### config.mk
export PLATFORM = sky130hd
export DESIGN_NAME = asrx_top
export DESIGN_NICKNAME = d
export VERILOG_FILES = /design/src/asrx_top.v
export VERILOG_INCLUDE_DIRS = /design/src
export SDC_FILE = /design/constraint.sdc
export NUM_CORES = 1
export LEC_CHECK = 0
export ABC_AREA = 1
export BUFFER_PORTS_ARGS = -buffer_cell sky130_fd_sc_hd__buf_4
export CAP_MARGIN = 10
export CORE_UTILIZATION = 35
export DETAILED_ROUTE_END_ITERATION = 16
export GPL_ROUTABILITY_DRIVEN = 0
export SYNTH_ARGS = -nofsm -noshare
export SYNTH_HDL_FRONTEND = slang
export SYNTH_SLANG_ARGS = --single-unit
export TNS_END_PERCENT = 5
### constraint.sdc
create_clock -name clk -period 2.2 [get_ports clk]
set_clock_uncertainty 0.1 [all_clocks]
set_input_delay 0 -clock clk [delete_from_list [all_inputs] [get_ports clk]]
set_output_delay 0 -clock clk [all_outputs]
set_load 0.05 [all_outputs]
### src/asrx_defs.vh
// Register map, field positions, reset values and sampling counts
`ifndef ASRX_DEFS_VH
`define ASRX_DEFS_VH

`define ASRX_OFF_CTRL1 8'h00
`define ASRX_OFF_CTRL2 8'h04
`define ASRX_OFF_STAT1 8'h08
`define ASRX_OFF_STAT2 8'h0c
`define ASRX_OFF_CTRL3 8'h10
`define ASRX_OFF_DATA  8'h14
`define ASRX_OFF_BAUD  8'h18

`define ASRX_C1_LOOP     7
`define ASRX_C1_SRC      5
`define ASRX_C1_NINE     4
`define ASRX_C1_WAKE     3
`define ASRX_C1_IDLETYPE 2
`define ASRX_C1_PAREN    1
`define ASRX_C1_PARODD   0
`define ASRX_C1_MASK     8'hbf

`define ASRX_C2_TXEIE  7
`define ASRX_C2_TXCIE  6
`define ASRX_C2_RXFIE  5
`define ASRX_C2_IDLEIE 4
`define ASRX_C2_TXEN   3
`define ASRX_C2_RXEN   2
`define ASRX_C2_SLEEP  1
`define ASRX_C2_MASK   8'hfe

`define ASRX_S2_BRKF    7
`define ASRX_S2_EDGEF   6
`define ASRX_S2_EDGEIE  5
`define ASRX_S2_BRKIE   4
`define ASRX_S2_IDLEOPT 3

`define ASRX_C3_TX9     6
`define ASRX_C3_SWDIR   5
`define ASRX_C3_OVRIE   3
`define ASRX_C3_NOISEIE 2
`define ASRX_C3_FRMIE   1
`define ASRX_C3_PARIE   0
`define ASRX_C3_MASK    8'h6f

`define ASRX_CTRL_RST  8'h00
`define ASRX_BAUD_RST  13'h001a

`define ASRX_RT_FIRST  5'h01
`define ASRX_RT_LAST   5'h10
`define ASRX_RT_S1     5'h03
`define ASRX_RT_S2     5'h05
`define ASRX_RT_S3     5'h07
`define ASRX_RT_V1     5'h08
`define ASRX_RT_V2     5'h09
`define ASRX_RT_V3     5'h0a
`define ASRX_FRAME8    4'ha
`define ASRX_FRAME9    4'hb
`define ASRX_HIST_HIGH 3'h7

`endif

### src/asrx_top.v
// Asynchronous serial port receiver with wakeup, transmitter and bus slave
//
// Overview of operation
// - Line sampled at sixteen ticks per bit, numbered sub-periods.
// - Falling edge is a low sample after three high samples.
// - Start accepted if two of sub-periods 3, 5, 7 are low.
// - Each bit decided by majority of sub-periods 8, 9, 10.
// - Any sample disagreeing with its bit sets noise on transfer.
// - A falling edge detected in frame outside sub-periods 8 to 10 re-aligns the sub-period counter.
// - Framing error on non-break character preloads three high samples.
// - While framing flag set, no character enters the receive buffer.
// - Sleep suppresses all receive flags, except input edge and idle with wake option.
// - Idle-line wake clears sleep after 10 or 11 idle bit times.
// - Waking idle sets idle only with the idle wake option set.
// - Idle type selects counting after start bit or after stop.
// - Address-mark wake: msb one clears sleep, character is received.
// - Status read then data read clears receive-full flag.
// - Idle clears likewise, rearmed only by a new full character.
// - Error flags set with receive-full, never on overrun.
// - Full buffer on completion sets overrun, drops the character.
// - Enabled receiver edge sets input edge flag; write one clears.
// - Three maskable requests: transmit, receive, error.
// - Ninth transmit bit copied with data; ninth receive bit readable.
// - Deep stop loses registers; light stop keeps edge wake only.
// - Loop mode selects internal loopback or single-wire direction.
// - Frame is low start, eight or nine data lsb first, high stop.
// - At the stop-bit decision (sub-period 10), character moves to buffer if not full.
//
// Local design decisions: the register offsets and register access over Wishbone.
`timescale 1ns/1ps
`include "asrx_defs.vh"

module asrx_top (
  input  wire        clk,
  input  wire        reset,
  input  wire        wb_cyc_i,
  input  wire        wb_stb_i,
  input  wire        wb_we_i,
  input  wire [7:0]  wb_adr_i,
  input  wire [3:0]  wb_sel_i,
  input  wire [31:0] wb_dat_i,
  output wire [31:0] wb_dat_o,
  output wire        wb_ack_o,
  input  wire [1:0]  stopMode,
  input  wire        rxdPin,
  input  wire        txdPinIn,
  output wire        txdPinOut,
  output wire        txdPinOe_n,
  output wire        txIrq,
  output wire        rxIrq,
  output wire        errIrq,
  output wire        wakeReq
);

  localparam ST_IDLE  = 2'd0;
  localparam ST_START = 2'd1;
  localparam ST_FRAME = 2'd2;

  function maj3;
    input a, b, c;
    begin
      maj3 = (a & b) | (a & c) | (b & c);
    end
  endfunction

  function agree3;
    input a, b, c;
    begin
      agree3 = (a == b) && (b == c);
    end
  endfunction

  reg        ack_q;
  reg [31:0] datO_q;
  reg [7:0]  ctrl1_q;
  reg [7:0]  ctrl2_q;
  reg [7:0]  ctrl3_q;
  reg [2:0]  stat2w_q;
  reg [12:0] baudDiv_q;
  reg [12:0] baudCnt_q;
  reg        rxdS1_q;
  reg        rxdS2_q;
  reg        txpS1_q;
  reg        txpS2_q;
  reg        lineP_q;
  reg [2:0]  hist_q;
  reg [1:0]  rxSt_q;
  reg [4:0]  rt_q;
  reg [3:0]  bitIdx_q;
  reg        va_q;
  reg        vb_q;
  reg        noise_q;
  reg [8:0]  shift_q;
  reg [8:0]  idleCnt_q;
  reg [8:0]  rxBuf_q;
  reg        rxFullFlag_q;
  reg        idleFlag_q;
  reg        overrunFlag_q;
  reg        noiseFlag_q;
  reg        framingErrorFlag_q;
  reg        parityErrorFlag_q;
  reg        breakDetectFlag_q;
  reg        inputEdgeFlag_q;
  reg        idleArm_q;
  reg [5:0]  rdArm_q;
  reg        txEmptyFlag_q;
  reg        txCompleteFlag_q;
  reg [7:0]  txBuf_q;
  reg        txBusy_q;
  reg [3:0]  txRt_q;
  reg [3:0]  txCnt_q;
  reg [10:0] txSh_q;
  reg        txOut_q;
  reg        txdPinOut_q;
  reg        txdPinOe_n_q;
  reg        txIrq_q;
  reg        rxIrq_q;
  reg        errIrq_q;
  reg        wakeReq_q;
  reg [7:0]  rdMux;

  // Stop handling: deep stop acts as reset, light stop freezes all but edge
  wire run  = (stopMode == 2'b00);
  wire deep = stopMode[1];
  wire lite = (stopMode == 2'b01);

  wire access = wb_cyc_i & wb_stb_i & ~ack_q & run;
  wire wrEn   = access & wb_we_i & wb_sel_i[0];
  wire rdEn   = access & ~wb_we_i;
  wire [7:0] wd = wb_dat_i[7:0];
  wire statRd = rdEn & (wb_adr_i == `ASRX_OFF_STAT1);
  wire dataRd = rdEn & (wb_adr_i == `ASRX_OFF_DATA);
  wire dataWr = wrEn & (wb_adr_i == `ASRX_OFF_DATA);
  wire s2Wr   = wrEn & (wb_adr_i == `ASRX_OFF_STAT2);

  wire nine    = ctrl1_q[`ASRX_C1_NINE];
  wire loopEn  = ctrl1_q[`ASRX_C1_LOOP];
  wire srcSel  = ctrl1_q[`ASRX_C1_SRC];
  wire swDir   = ctrl3_q[`ASRX_C3_SWDIR];
  wire rxOn    = ctrl2_q[`ASRX_C2_RXEN];
  wire sleep   = ctrl2_q[`ASRX_C2_SLEEP];
  wire idleOpt = stat2w_q[0];
  wire parOdd  = ctrl1_q[`ASRX_C1_PARODD];
  wire parEn   = ctrl1_q[`ASRX_C1_PAREN];
  wire [3:0] frameLen = nine ? `ASRX_FRAME9 : `ASRX_FRAME8;
  wire [3:0] nBits = frameLen - 4'd2;

  // receiver source: pin, internal loopback or shared transmit pin
  wire lineNow = ~loopEn ? rxdS2_q :
                 (srcSel & ~swDir) ? txpS2_q : txOut_q;

  // sixteen ticks per bit from the bus clock
  wire tick = run & (baudCnt_q == 13'd0) & (baudDiv_q != 13'd0);

  // falling edge after three high samples
  wire fallEdge = tick & rxOn & (hist_q == `ASRX_HIST_HIGH) & ~lineNow;
  wire inFrame  = (rxSt_q == ST_FRAME);
  wire vote     = maj3(va_q, vb_q, lineNow);
  wire decide   = tick & inFrame & (rt_q == `ASRX_RT_V3);
  wire isStop   = (bitIdx_q == frameLen - 4'd1);
  wire isMsb    = (bitIdx_q == nBits);
  // start disagrees if any vote sample is high, others by agreement
  wire noiseNow = decide & ((bitIdx_q == 4'd0) ?
                  (va_q | vb_q | lineNow) : ~agree3(va_q, vb_q, lineNow));
  wire charDone = decide & isStop;
  wire [8:0] rxData = nine ? shift_q : {1'b0, shift_q[8:1]};
  wire frmErr = ~vote;
  wire brkChar = frmErr & (rxData == 9'd0);
  wire parBad = parEn & ((^rxData) ^ parOdd);

  // address mark clears sleep at the msb, before the stop bit
  wire addrWake = decide & isMsb & vote & sleep & ctrl1_q[`ASRX_C1_WAKE];

  // idle type holds the count during the whole character
  wire [8:0] idleThr = {1'b0, frameLen, 4'h0};
  wire idleHold = ~lineNow |
                  (ctrl1_q[`ASRX_C1_IDLETYPE] & (rxSt_q != ST_IDLE));
  wire idleHit = tick & rxOn & ~idleHold & (idleCnt_q == idleThr - 9'd1);
  wire idleWake = idleHit & sleep & ~ctrl1_q[`ASRX_C1_WAKE];

  // sleep blocks flags; framing flag blocks transfer
  wire xferOk  = charDone & ~sleep & ~framingErrorFlag_q;
  // load when buffer empty, overrun otherwise
  wire loadBuf = xferOk & ~rxFullFlag_q;
  wire ovrSet  = xferOk & rxFullFlag_q;
  // idle flag needs arming and sleep permission
  wire idleSet = idleHit & idleArm_q & (~sleep | idleOpt);
  wire [5:0] clrSeq = dataRd ? rdArm_q : 6'b0;
  // edge detect while receiver enabled, also in light stop
  wire inEdge = rxOn & lineP_q & ~lineNow & (run | lite);

  wire [7:0] txB7 = {(parEn & ~nine) ? ((^txBuf_q[6:0]) ^ parOdd)
                     : txBuf_q[7], txBuf_q[6:0]};
  wire txB8 = parEn ? ((^txBuf_q) ^ parOdd) : ctrl3_q[`ASRX_C3_TX9];
  // ninth bit copied with the data into the shifter
  wire [10:0] txFrame = nine ? {1'b1, txB8, txBuf_q, 1'b0}
                             : {2'b11, txB7, 1'b0};

  assign wb_dat_o   = datO_q;
  assign wb_ack_o   = ack_q;
  assign txdPinOut  = txdPinOut_q;
  assign txdPinOe_n = txdPinOe_n_q;
  assign txIrq      = txIrq_q;
  assign rxIrq      = rxIrq_q;
  assign errIrq     = errIrq_q;
  assign wakeReq    = wakeReq_q;

  always @* begin
    case (wb_adr_i)
      `ASRX_OFF_CTRL1: rdMux = ctrl1_q;
      `ASRX_OFF_CTRL2: rdMux = ctrl2_q;
      `ASRX_OFF_STAT1: rdMux = {txEmptyFlag_q, txCompleteFlag_q,
                                rxFullFlag_q, idleFlag_q, overrunFlag_q,
                                noiseFlag_q, framingErrorFlag_q,
                                parityErrorFlag_q};
      `ASRX_OFF_STAT2: rdMux = {breakDetectFlag_q, inputEdgeFlag_q,
                                stat2w_q, 2'b00, rxSt_q != ST_IDLE};
      `ASRX_OFF_CTRL3: rdMux = {rxBuf_q[8], ctrl3_q[6:0]};
      `ASRX_OFF_DATA:  rdMux = rxBuf_q[7:0];
      default:         rdMux = 8'h00;
    endcase
  end

  always @(posedge clk) begin
    rxdS1_q <= rxdPin;
    rxdS2_q <= rxdS1_q;
    txpS1_q <= txdPinIn;
    txpS2_q <= txpS1_q;
  end

  always @(posedge clk) begin
    if (reset | deep) begin
      // deep stop loses all register contents
      ack_q <= 1'b0;
      datO_q <= 32'h0;
      ctrl1_q <= `ASRX_CTRL_RST;
      ctrl2_q <= `ASRX_CTRL_RST;
      ctrl3_q <= `ASRX_CTRL_RST;
      stat2w_q <= 3'h0;
      baudDiv_q <= `ASRX_BAUD_RST;
      baudCnt_q <= 13'h0;
      lineP_q <= 1'b1;
      hist_q <= 3'h0;
      rxSt_q <= ST_IDLE;
      rt_q <= `ASRX_RT_FIRST;
      bitIdx_q <= 4'h0;
      va_q <= 1'b0;
      vb_q <= 1'b0;
      noise_q <= 1'b0;
      shift_q <= 9'h0;
      idleCnt_q <= 9'h0;
      rxBuf_q <= 9'h0;
      rxFullFlag_q <= 1'b0;
      idleFlag_q <= 1'b0;
      overrunFlag_q <= 1'b0;
      noiseFlag_q <= 1'b0;
      framingErrorFlag_q <= 1'b0;
      parityErrorFlag_q <= 1'b0;
      breakDetectFlag_q <= 1'b0;
      inputEdgeFlag_q <= 1'b0;
      idleArm_q <= 1'b0;
      rdArm_q <= 6'h0;
      txEmptyFlag_q <= 1'b1;
      txCompleteFlag_q <= 1'b1;
      txBuf_q <= 8'h0;
      txBusy_q <= 1'b0;
      txRt_q <= 4'h0;
      txCnt_q <= 4'h0;
      txSh_q <= 11'h7ff;
      txOut_q <= 1'b1;
      txdPinOut_q <= 1'b1;
      txdPinOe_n_q <= 1'b0;
      txIrq_q <= 1'b0;
      rxIrq_q <= 1'b0;
      errIrq_q <= 1'b0;
      wakeReq_q <= 1'b0;
    end else begin
      lineP_q <= lineNow;
      inputEdgeFlag_q <= (inputEdgeFlag_q &
                          ~(s2Wr & wd[`ASRX_S2_EDGEF])) | inEdge;
      wakeReq_q <= lite & inEdge & stat2w_q[2];
      if (run) begin
        ack_q <= wb_cyc_i & wb_stb_i & ~ack_q;
        if (rdEn)
          datO_q <= {24'h0, rdMux};
        if (wrEn) begin
          case (wb_adr_i)
            `ASRX_OFF_CTRL1: ctrl1_q <= wd & `ASRX_C1_MASK;
            `ASRX_OFF_CTRL3: ctrl3_q <= wd & `ASRX_C3_MASK;
            `ASRX_OFF_STAT2: stat2w_q <= wd[5:3];
            `ASRX_OFF_BAUD:  baudDiv_q <= wb_dat_i[12:0];
            `ASRX_OFF_DATA:  txBuf_q <= wd;
            default: ;
          endcase
        end
        // hardware wake clears sleep; a software write in the same cycle wins
        if (wrEn && wb_adr_i == `ASRX_OFF_CTRL2)
          ctrl2_q <= wd & `ASRX_C2_MASK;
        else if (idleWake | addrWake)
          ctrl2_q[`ASRX_C2_SLEEP] <= 1'b0;
        baudCnt_q <= (baudCnt_q == 13'd0) ? baudDiv_q - 13'd1
                                          : baudCnt_q - 13'd1;
        if (baudDiv_q == 13'd0)
          baudCnt_q <= 13'd0;

        // status read arms the clear, data read completes it
        if (statRd)
          rdArm_q <= {rxFullFlag_q, idleFlag_q, overrunFlag_q,
                      noiseFlag_q, framingErrorFlag_q, parityErrorFlag_q};
        else if (dataRd)
          rdArm_q <= 6'h0;
        rxFullFlag_q <= (rxFullFlag_q & ~clrSeq[5]) | loadBuf;
        // idle clears by sequence and rearms on a new character
        idleFlag_q <= (idleFlag_q & ~clrSeq[4]) | idleSet;
        idleArm_q <= (idleArm_q & ~idleSet) | loadBuf;
        // overrun set, character and its errors dropped
        overrunFlag_q <= (overrunFlag_q & ~clrSeq[3]) | ovrSet;
        // errors set together with receive-full only
        noiseFlag_q <= (noiseFlag_q & ~clrSeq[2]) |
                       (loadBuf & (noise_q | noiseNow));
        framingErrorFlag_q <= (framingErrorFlag_q & ~clrSeq[1]) |
                              (loadBuf & frmErr);
        parityErrorFlag_q <= (parityErrorFlag_q & ~clrSeq[0]) |
                             (loadBuf & parBad);
        breakDetectFlag_q <= (breakDetectFlag_q &
                              ~(s2Wr & wd[`ASRX_S2_BRKF])) |
                             (charDone & ~sleep & brkChar);
        if (loadBuf)
          rxBuf_q <= rxData;

        if (tick) begin
          hist_q <= {hist_q[1:0], lineNow};
          if (idleHold)
            idleCnt_q <= 9'h0;
          else if (idleCnt_q != idleThr)
            idleCnt_q <= idleCnt_q + 9'd1;
          if (rt_q == `ASRX_RT_LAST)
            rt_q <= `ASRX_RT_FIRST;
          else
            rt_q <= rt_q + 5'd1;
          if (rt_q == `ASRX_RT_S1 || rt_q == `ASRX_RT_V1)
            va_q <= lineNow;
          if (rt_q == `ASRX_RT_S2 || rt_q == `ASRX_RT_V2)
            vb_q <= lineNow;
          case (rxSt_q)
            ST_IDLE: begin
              if (fallEdge) begin
                rxSt_q <= ST_START;
                rt_q <= `ASRX_RT_FIRST + 5'd1;
                bitIdx_q <= 4'h0;
                noise_q <= 1'b0;
              end
            end
            ST_START: begin
              // two of three low samples accept the start bit
              if (rt_q == `ASRX_RT_S3) begin
                rxSt_q <= vote ? ST_IDLE : ST_FRAME;
                noise_q <= ~agree3(va_q, vb_q, lineNow);
              end
            end
            ST_FRAME: begin
              if (fallEdge && (rt_q > `ASRX_RT_V3 || rt_q < `ASRX_RT_V1))
                rt_q <= `ASRX_RT_FIRST + 5'd1;
              // majority decides each bit, lsb first
              if (decide) begin
                noise_q <= noise_q | noiseNow;
                bitIdx_q <= bitIdx_q + 4'd1;
                if (bitIdx_q != 4'd0 && !isStop)
                  shift_q <= {vote, shift_q[8:1]};
                if (isStop) begin
                  rxSt_q <= ST_IDLE;
                  // non-break framing error preloads edge history
                  if (frmErr & ~brkChar)
                    hist_q <= `ASRX_HIST_HIGH;
                end
              end
            end
            default: rxSt_q <= ST_IDLE;
          endcase
          if (!rxOn)
            rxSt_q <= ST_IDLE;

          if (!txBusy_q) begin
            if (ctrl2_q[`ASRX_C2_TXEN] && !txEmptyFlag_q) begin
              txSh_q <= txFrame;
              txOut_q <= txFrame[0];
              txBusy_q <= 1'b1;
              txRt_q <= 4'h0;
              txCnt_q <= frameLen;
              txEmptyFlag_q <= 1'b1;
            end else
              txOut_q <= 1'b1;
          end else begin
            txRt_q <= txRt_q + 4'd1;
            if (txRt_q == 4'hf) begin
              txSh_q <= {1'b1, txSh_q[10:1]};
              txOut_q <= txSh_q[1];
              txCnt_q <= txCnt_q - 4'd1;
              if (txCnt_q == 4'd1) begin
                txBusy_q <= 1'b0;
                txOut_q <= 1'b1;
              end
            end
          end
        end
        if (dataWr) begin
          txEmptyFlag_q <= 1'b0;
          txCompleteFlag_q <= 1'b0;
        end
        if (tick && txBusy_q && txRt_q == 4'hf && txCnt_q == 4'd1 &&
            txEmptyFlag_q)
          txCompleteFlag_q <= 1'b1;

        // pin driven except single-wire receive direction
        txdPinOut_q <= txOut_q;
        txdPinOe_n_q <= loopEn & srcSel & ~swDir;
        txIrq_q <= (ctrl2_q[`ASRX_C2_TXEIE] & txEmptyFlag_q) |
                   (ctrl2_q[`ASRX_C2_TXCIE] & txCompleteFlag_q);
        rxIrq_q <= (ctrl2_q[`ASRX_C2_RXFIE] & rxFullFlag_q) |
                   (ctrl2_q[`ASRX_C2_IDLEIE] & idleFlag_q) |
                   (stat2w_q[2] & inputEdgeFlag_q) |
                   (stat2w_q[1] & breakDetectFlag_q);
        errIrq_q <= (ctrl3_q[`ASRX_C3_OVRIE] & overrunFlag_q) |
                    (ctrl3_q[`ASRX_C3_NOISEIE] & noiseFlag_q) |
                    (ctrl3_q[`ASRX_C3_FRMIE] & framingErrorFlag_q) |
                    (ctrl3_q[`ASRX_C3_PARIE] & parityErrorFlag_q);
      end
    end
  end

endmodule

After elaboration in Yosys (flattened, before gate mapping) --
Index checks and enable logic that the tools add are counted.
Storage, ports and cells: flip-flop bits (word level) 159, output and inout port bits 39
Cells by class: magnitude comparators 2, mux-type cells 62, equality and inequality tests 34, bitwise operators 125, reduce and logical (&&, ||, !) cells 59, $add $sub $neg 10
Operator list (number):
- bitwise AND 1 bit | 74
- case mux 8 bit (6 select lines) | 1
- two-way mux 11 bit | 3
- AND reduction 3 bit | 10
- two-way mux 4 bit | 7
- two-way mux 9 bit | 3
- logical NOT 13 bit | 2
- two-way mux 13 bit | 2
- OR 1 bit | 26
- subtractor 13 x 1 -> 13 bit (second input constant) | 2
- two-way mux 1 bit | 25
- == test 8 x 5 -> 1 bit (second input constant) | 3
- inverter 1 bit | 22
- two-way mux 6 bit | 3
- nonzero test 2 bit | 9
- == test 8 x 4 -> 1 bit (second input constant) | 2
- == test 5 x 4 -> 1 bit (second input constant) | 3
- two-way mux 5 bit | 3
- AND reduction 2 bit | 7
- nonzero test 13 bit | 1
- two-way mux 2 bit | 6
- two-way mux 3 bit | 4
- AND reduction 6 bit | 2
- == test 5 x 3 -> 1 bit (second input constant) | 2
- other kinds (44) | 70

Depth between registers and ports, before layout --
Gate-level depths: netlist of the first run.
word-level depth 15, depth in mapped cells 15, mapped depth without buffers 15

Worst setup path after synthesis of the first run --
OpenSTA, ideal clock, no wires.
path type register -> register, from register ctrl1_q[4], to register parityErrorFlag_q, setup slack 24 ps, clock period less this slack 2176 ps, cell stages (with the launch flop) 11, arrival time 2006 ps, path through dfxtp_1 > clkbuf_1 > clkbuf_1 > nand2_1 > o21ai_0 > ha_1 > xnor2_1 > xnor2_1 > xor2_1 > nand4_1 > a21oi_1
On the way: word-level cells in the longest chain between the ends 9, elaborated cells on any way between the ends 13, those cells by class add/sub: 1; eq/ne: 1; mux: 2; bitwise: 8; reduce/logical: 1
Ends and longest elaborated chain:
- from (decl) | RTL line asrx_top.v:75 | reg [7:0] ctrl1_q;
- from (signal assigned) | RTL line asrx_top.v:236 | ctrl1_q <= `ASRX_CTRL_RST;
- from (signal assigned) | RTL line asrx_top.v:288 | `ASRX_OFF_CTRL1: ctrl1_q <= wd & `ASRX_C1_MASK;
- two-way mux 1 bit (no source line)
- subtractor 4 x 1 -> 4 bit | RTL line asrx_top.v:160 | wire isStop = (bitIdx_q == frameLen - 4'd1);
- == test 4 bit | RTL line asrx_top.v:160
- bitwise AND 1 bit | RTL line asrx_top.v:165 | wire charDone = decide & isStop;
- bitwise AND 1 bit (2 in series) | RTL line asrx_top.v:182 | wire xferOk = charDone & ~sleep & ~framingErrorFlag_q;
- bitwise AND 1 bit | RTL line asrx_top.v:184 | wire loadBuf = xferOk & ~rxFullFlag_q;
- bitwise AND 1 bit * | RTL line asrx_top.v:324 | (loadBuf & parBad);
- OR 1 bit * | RTL line asrx_top.v:323 | parityErrorFlag_q <= (parityErrorFlag_q & ~clrSeq[0]) |
- to (signal assigned) | RTL line asrx_top.v:323
- to (decl) | RTL line asrx_top.v:101 | reg parityErrorFlag_q;
Mark *: on every way between the ends. The rest lies on a longest branch, timed or not. A chain may end at the register's enable or synchronous reset.

Final worst setup path of the first run --
Same ends and word-level chain as after synthesis.

==> results of run 1 <==
-- critical path: stages, from the launching register on --
cell	delay, ps
dfxtp_1	340
buf_8	170
o21ai_0	280
ha_1	320
xnor2_2	150
xnor2_1	190
xor2_1	200
nand4_1	180
a21oi_1	150
-- power by group through the flow --
stage	Combinational [mW]	Sequential (mW)	Clock, mW
floorplan	0.458	2.95	0
global placement	0.624	2.94	0
detailed placement	0.628	2.94	0
CTS	0.661	2.88	3.16
global route	0.742	2.88	3.28
finish	0.679	2.88	3.12
-- cell usage after synthesis (3+ instances only) --
library cell / count
nand3b_1: 4
buf_4: 26
buf_6: 3
o21ai_0: 92
nor2_4: 4
and3_1: 8
dfxtp_1: 157
a211oi_1: 13
nor3_1: 17
xor2_1: 19
buf_2: 5
nor2_2: 11
inv_2: 6
clkbuf_1: 27
nand4_1: 23
nor2_1: 88
a21oi_1: 110
nand2_4: 3
o22ai_1: 3
nand2_1: 262
nand3_1: 67
ha_1: 23
xnor2_1: 11
o211ai_1: 6
o21bai_1: 3
inv_1: 141
a31oi_1: 6
nand2_2: 5
-- worst min path at each step --
stage / endpoint / depth (start not counted)
floorplan: rxdS1_q / 0
global placement: rxdS1_q / 1
detailed placement: txpS1_q / 1
CTS: ctrl2_q[4] / 6
global route: ctrl2_q[4] / 6
finish: ctrl2_q[4] / 6
-- layout make-up --
| type | instances | area (um^2) |
|---|---|---|
| Multi-Input combinational cell | 836 | 4410 |
| Timing Repair Buffer | 112 | 932 |
| Tap cell | 319 | 399 |
| Fill cell | 2447 | 13300 |
| Inverter | 147 | 552 |
| Clock inverter | 13 | 180 |
| Sequential cell | 157 | 3140 |
| Clock buffer | 18 | 439 |
-- state kept, by name, indices dropped and copies added (netlist names), 5 cells and up --
signal,flops
txBuf_q,8
shift_q,9
rxBuf_q,9
txSh_q,9
ctrl3_q,6
baudDiv_q,13
ctrl2_q,7
rt_q,5
rdArm_q,6
idleCnt_q,9
baudCnt_q,13
ctrl1_q,7
wb_dat_o,8
-- cell usage in the layout, fill, tap and decap left out, types with 3 or more instances in the layout --
| master | count |
|---|---|
| o22ai_1 | 3 |
| nor3_1 | 17 |
| nand4_1 | 23 |
| nor2_1 | 85 |
| dlygate4sd3_1 | 22 |
| a211oi_1 | 13 |
| buf_4 | 86 |
| o211ai_1 | 6 |
| a31oi_1 | 6 |
| nand3b_1 | 4 |
| o21bai_1 | 3 |
| clkbuf_16 | 17 |
| xor2_1 | 19 |
| inv_2 | 8 |
| conb_1 | 24 |
| dfxtp_1 | 157 |
| o21ai_1 | 6 |
| nor2_2 | 11 |
| inv_6 | 3 |
| and3_1 | 8 |
| a21oi_1 | 110 |
| nand2_2 | 7 |
| clkinv_4 | 3 |
| nor2_4 | 7 |
| o21ai_0 | 87 |
| nand2_1 | 260 |
| inv_1 | 139 |
| xnor2_1 | 10 |
| ha_1 | 22 |
| nand2_4 | 3 |
| nand3_1 | 67 |
| bufinv_16 | 3 |
-- layer usage --
metal	vias to the layer above	global-route usage, %
met5	-	0
met4	0	4.67
met3	24	3.81
met2	206	29.4
met1	3499	26.0
li1	3999	-
-- what timing repair did --
action,in CTS,in global routing
endpoints found under the hold margin,76,0
setup buffers,0,2
resized for setup,0,23
hold buffers,22,0
setup endpoints to repair,0,37
-- kinds of logic (layout without fill, tap and decap cells) --
kind of cell,count (synthesis),after routing,share of synthesized area [%]
AOI/OAI and AO/OA,249,249,16.4
adders and majority gates,23,23,3.46
and+or+nand+nor,510,510,28.1
xor gates and xnor gates,30,30,3.16
other,1,24,0.0451
buffers and inverters,209,290,11.0
DFF,157,157,37.8
==> flow_summary.ini, run 1 <==
[run_status]
status = complete, no violations

[logic_synthesis]
netlist.area_leader.share_pct = 37.8
yosys_most_used_dff = dfxtp_1
synth_edf_count = 0
synth_cell_types = 51
yosysWarnings = 0
synthArstFlopShare_pct = 0
synth_area_leaders = dfxtp_1 38%, nand2_1 12%, a21oi_1 6.6%, inv_1 6.4%, o21ai_0 5.5%
syn-instance-count = 1179
ys_ff_latch = 157
netlist_area_um2 = 8310
ys_seq_area_share_pct = 37.8
synth.avg_cell_area_um2 = 7.05
synth_largest_area_cell = dfxtp_1

[critical_path]
r2r_slack_ps = 60
cp-start-kind = flop
endpoint_kind = flop
required_ps = 2460
worstPathMaxFanout = 17
reg2reg_to = parityErrorFlag_q
startpoint = ctrl1_q[4]
reg2reg_from = ctrl1_q[4]
endpoint = parityErrorFlag_q
r2r_cells = 8
critPathArrivalTime_ps = 2400
crit_type = reg2reg

[routing]
firstDrtPassIters = 5
vias_per_cell = 4.82
drt-met1-wl_mm = 10.9
wl_met3_mm = 1.18
routedWlPerCell_um = 14.0
ant_nets = 0
wl_met2_mm = 10.0
via_count = 7728
highest_layer = met4
post-route-drc-count = 0
drt_iter0_drc = 548
routed_wl_mm = 22.4

[finish]
final_core_util_pct = 43.0
antenna_cells = 0
nNetsFinal = 1347
postLayoutCellArea_um2 = 10100
drive_above_1_share_pct = 13.7
syn2layout_area_growth_pct = 20.9
stdcell_count = 1602

[clock_tree]
cts_buffers = 17
clock-sinks = 157
clkTransAtPathRegs_ps = 70
clk_latency_ps = 430
cts_root_buf = clkbuf_16
clockBufferDepth = 2
tritoncts = yes
htreeDepth = 4

[floorplanning]
die_w_um = 156
dieArea_um2 = 24400
rows = 56
die_h_um = 156
start_util_pct = 35.5
fp.coreArea_um2 = 23400
io_pins = 92

[grt]
grt_max_degree = 68
grt_overflow_total = 0
grt_pass1_vias = 7098
grt_pass1_wl_mm = 35.7
grt.total_usage_pct = 18.7
grt_antenna_before_repair = 0

[run]
drv_cap = 0

[timing]
relSlewSlack_pct = 61.2
tightest_slew_ps = 577
fin_crit_sh_pct = 97.3
min_period_ps = 2140
fin_setup_tns_ps = 0
fmax_ghz = 0.467
final_hold_viol_count = 0
rsz0062_at_grt = true
setup_violations = 0
setup_ws_ps = 58.7
maxSlewViolCount = 0
whs_ps = 35.4

[hold_path]
worstHoldStart = wb_adr_i[4]
min-delay-path-class = in2reg

[placement]
placed_cells = 1547
dpl.hpwl_mm = 16.6
placed_cell_area_um2 = 9130
place_ws_ps = 14.7
port_buffers = 45

[power]
peakVddDrop_uv = 550
finalPower_mw = 6.67
p_switching_mw = 1.75
p_sw_share_pct = 26.3
leakage_nw = 4.13
clkPwrFrac_pct = 46.7
p_comb_share_pct = 10.2
internal_power_mw = 4.92
powerDensity_nw_per_um2 = 664
pwr-share-seq_pct = 43.1
(Power assumes the default switching activity.)
==> inputs of run 2 (changes only) <==
--- a/config.mk
+++ b/config.mk
@@ -9,7 +9,7 @@
 export ABC_AREA = 1
 export BUFFER_PORTS_ARGS = -buffer_cell sky130_fd_sc_hd__buf_4
 export CAP_MARGIN = 10
-export CORE_UTILIZATION = 35
+export CORE_UTILIZATION = 30
 export DETAILED_ROUTE_END_ITERATION = 16
 export GPL_ROUTABILITY_DRIVEN = 0
 export SYNTH_ARGS = -nofsm -noshare
==> flow_summary.ini, run 2 (same netlist as run 1, synthesis figures left out) <==
[placement]
place_ws_ps = 30.2
dpl.hpwl_mm = 16.7
port_buffers = 45

[finish]
syn2layout_area_growth_pct = 21.7
nNetsFinal = 1345
reg.largest.list = baudCnt_q: 13 flops, baudDiv_q: 13 flops
antenna_cells = 0
final_common_cell = nand2_1
drive_above_1_share_pct = 13.9
final_cell_mix = 261 x nand2_1, 154 x dfxtp_1, 139 x inv_1
num-fill-cells = 2817
final_core_util_pct = 37.3

[run_status]
status = complete, no violations

[floorplanning]
dieArea_um2 = 28400
die_h_um = 168
io_pins = 92
start_util_pct = 30.7
rows = 60
fp.coreArea_um2 = 27100
die_w_um = 168

[timing]
whs_ps = 18.2
setup_violations = 0
fin_crit_sh_pct = 94.6
tightest_slew_ps = 778
min_period_ps = 2080
rsz0062_at_grt = true
maxSlewViolCount = 0
setup_ws_ps = 119
fin_setup_tns_ps = 0
final_hold_viol_count = 0
relSlewSlack_pct = 48.0
fmax_ghz = 0.481

[critical_path]
reg2reg_from = baudCnt_q[9]
endpoint_kind = flop
crit_type = reg2reg
r2r_slack_ps = 120
required_ps = 2470
worstPathMaxFanout = 10
endpoint = rxBuf_q[5]
r2r_cells = 12
cp-start-kind = flop
reg2reg_to = rxBuf_q[5]
startpoint = baudCnt_q[9]
critPathArrivalTime_ps = 2350

[clock_tree]
cts_root_buf = clkbuf_16
cts_buffers = 17
clkTransAtPathRegs_ps = 70
tritoncts = yes
clockBufferDepth = 2
htreeDepth = 4
clock-sinks = 157
clk_latency_ps = 430

[routing]
routed_wl_mm = 22.8
post-route-drc-count = 0
via_count = 7792
routedWlPerCell_um = 13.8
ant_nets = 0
vias_per_cell = 4.71
drt_iter0_drc = 604
firstDrtPassIters = 5

[grt]
grt.total_usage_pct = 16.5
grt_antenna_before_repair = 0
grt_pass1_wl_mm = 37.1
grt_max_degree = 81
grt_pass1_vias = 7290
grt_overflow_total = 0

[power]
finalPower_mw = 6.58
peakVddDrop_uv = 523
leakage_nw = 4.12
powerDensity_nw_per_um2 = 650

[run]
drv_cap = 0

[hold_path]
min-delay-path-class = in2reg
## run 2: changes by cell type in the layout (fill, tap and decap cells not counted), sizes merged
cell	change
buf	-3
clkinvlp	+2
bufinv	-1
dlygate4sd3	+1
## run 2: power breakdown
part | leakage (nW) | switching, mW | internal [mW]
clock network | 0.282 | 1.29 | 1.72
logic | 2.57 | 0.462 | 0.227
registers | 1.27 | 0.0154 | 2.86
## run 2: timing repair
| item | 4_1_cts | 5_1_grt |
|---|---|---|
| setup buffers | 0 | 2 |
| hold buffers | 23 | 0 |
| hold endpoints to repair | 79 | 0 |
| endpoints found under the setup margin | 0 | 45 |
| gates resized for setup | 0 | 25 |
## run 2: area by class of cell
class | count | area (um^2) | share of cell area [%]
repair buffers | 110 | 941 | 9.30
clock buffers | 18 | 439 | 4.34
flip-flops and latches | 157 | 3150 | 31.1
inverters | 147 | 552 | 5.45
clock inverters | 14 | 159 | 1.57
well taps | 372 | 465 | 4.60
multi-input cells | 836 | 4410 | 43.6
## run 2: how the worst min path moves through the flow
stage | from | end | slack (ps) | depth (start not counted)
3_5_place_dp | rxdPin | rxdS1_q | 8 | 1
2_1_floorplan | rxdPin | rxdS1_q | -70 | 0
6_report | wb_adr_i[4] | ctrl2_q[4] | 20 | 6
3_3_place_gp | txdPinIn | txpS1_q | 6 | 1
5_1_grt | wb_adr_i[4] | ctrl2_q[4] | 70 | 6
4_1_cts | wb_adr_i[4] | ctrl2_q[4] | 3 | 6
## run 2: routing by layer
metal,vias up,routed length (um),GRT usage [%]
met3,26,1140,2.69
li1,3988,-,-
met4,0,392,5.49
met2,187,10400,26.6
met1,3591,10800,22.3
met5,-,0,0
## run 2: worst max-delay path: stages (launching register included)
cell and delay (ps):
dfxtp_1 340, nor2_2 160, nand2_2 110, nor2_8 140
nand2_8 100, nor2_8 160, buf_12 140, nand3_2 90
nor3_2 150, nand2_1 110, buf_4 200, nand2_1 60
and3_1 150
## run 2: metrics by stage
step | instances | instance area (um^2)
2_1_floorplan | 1202 | 8400
3_3_place_gp | 1597 | 9180
3_5_place_dp | 1597 | 9180
4_1_cts | 1652 | 10000
5_1_grt | 1654 | 10100
6_report | 1654 | 10100
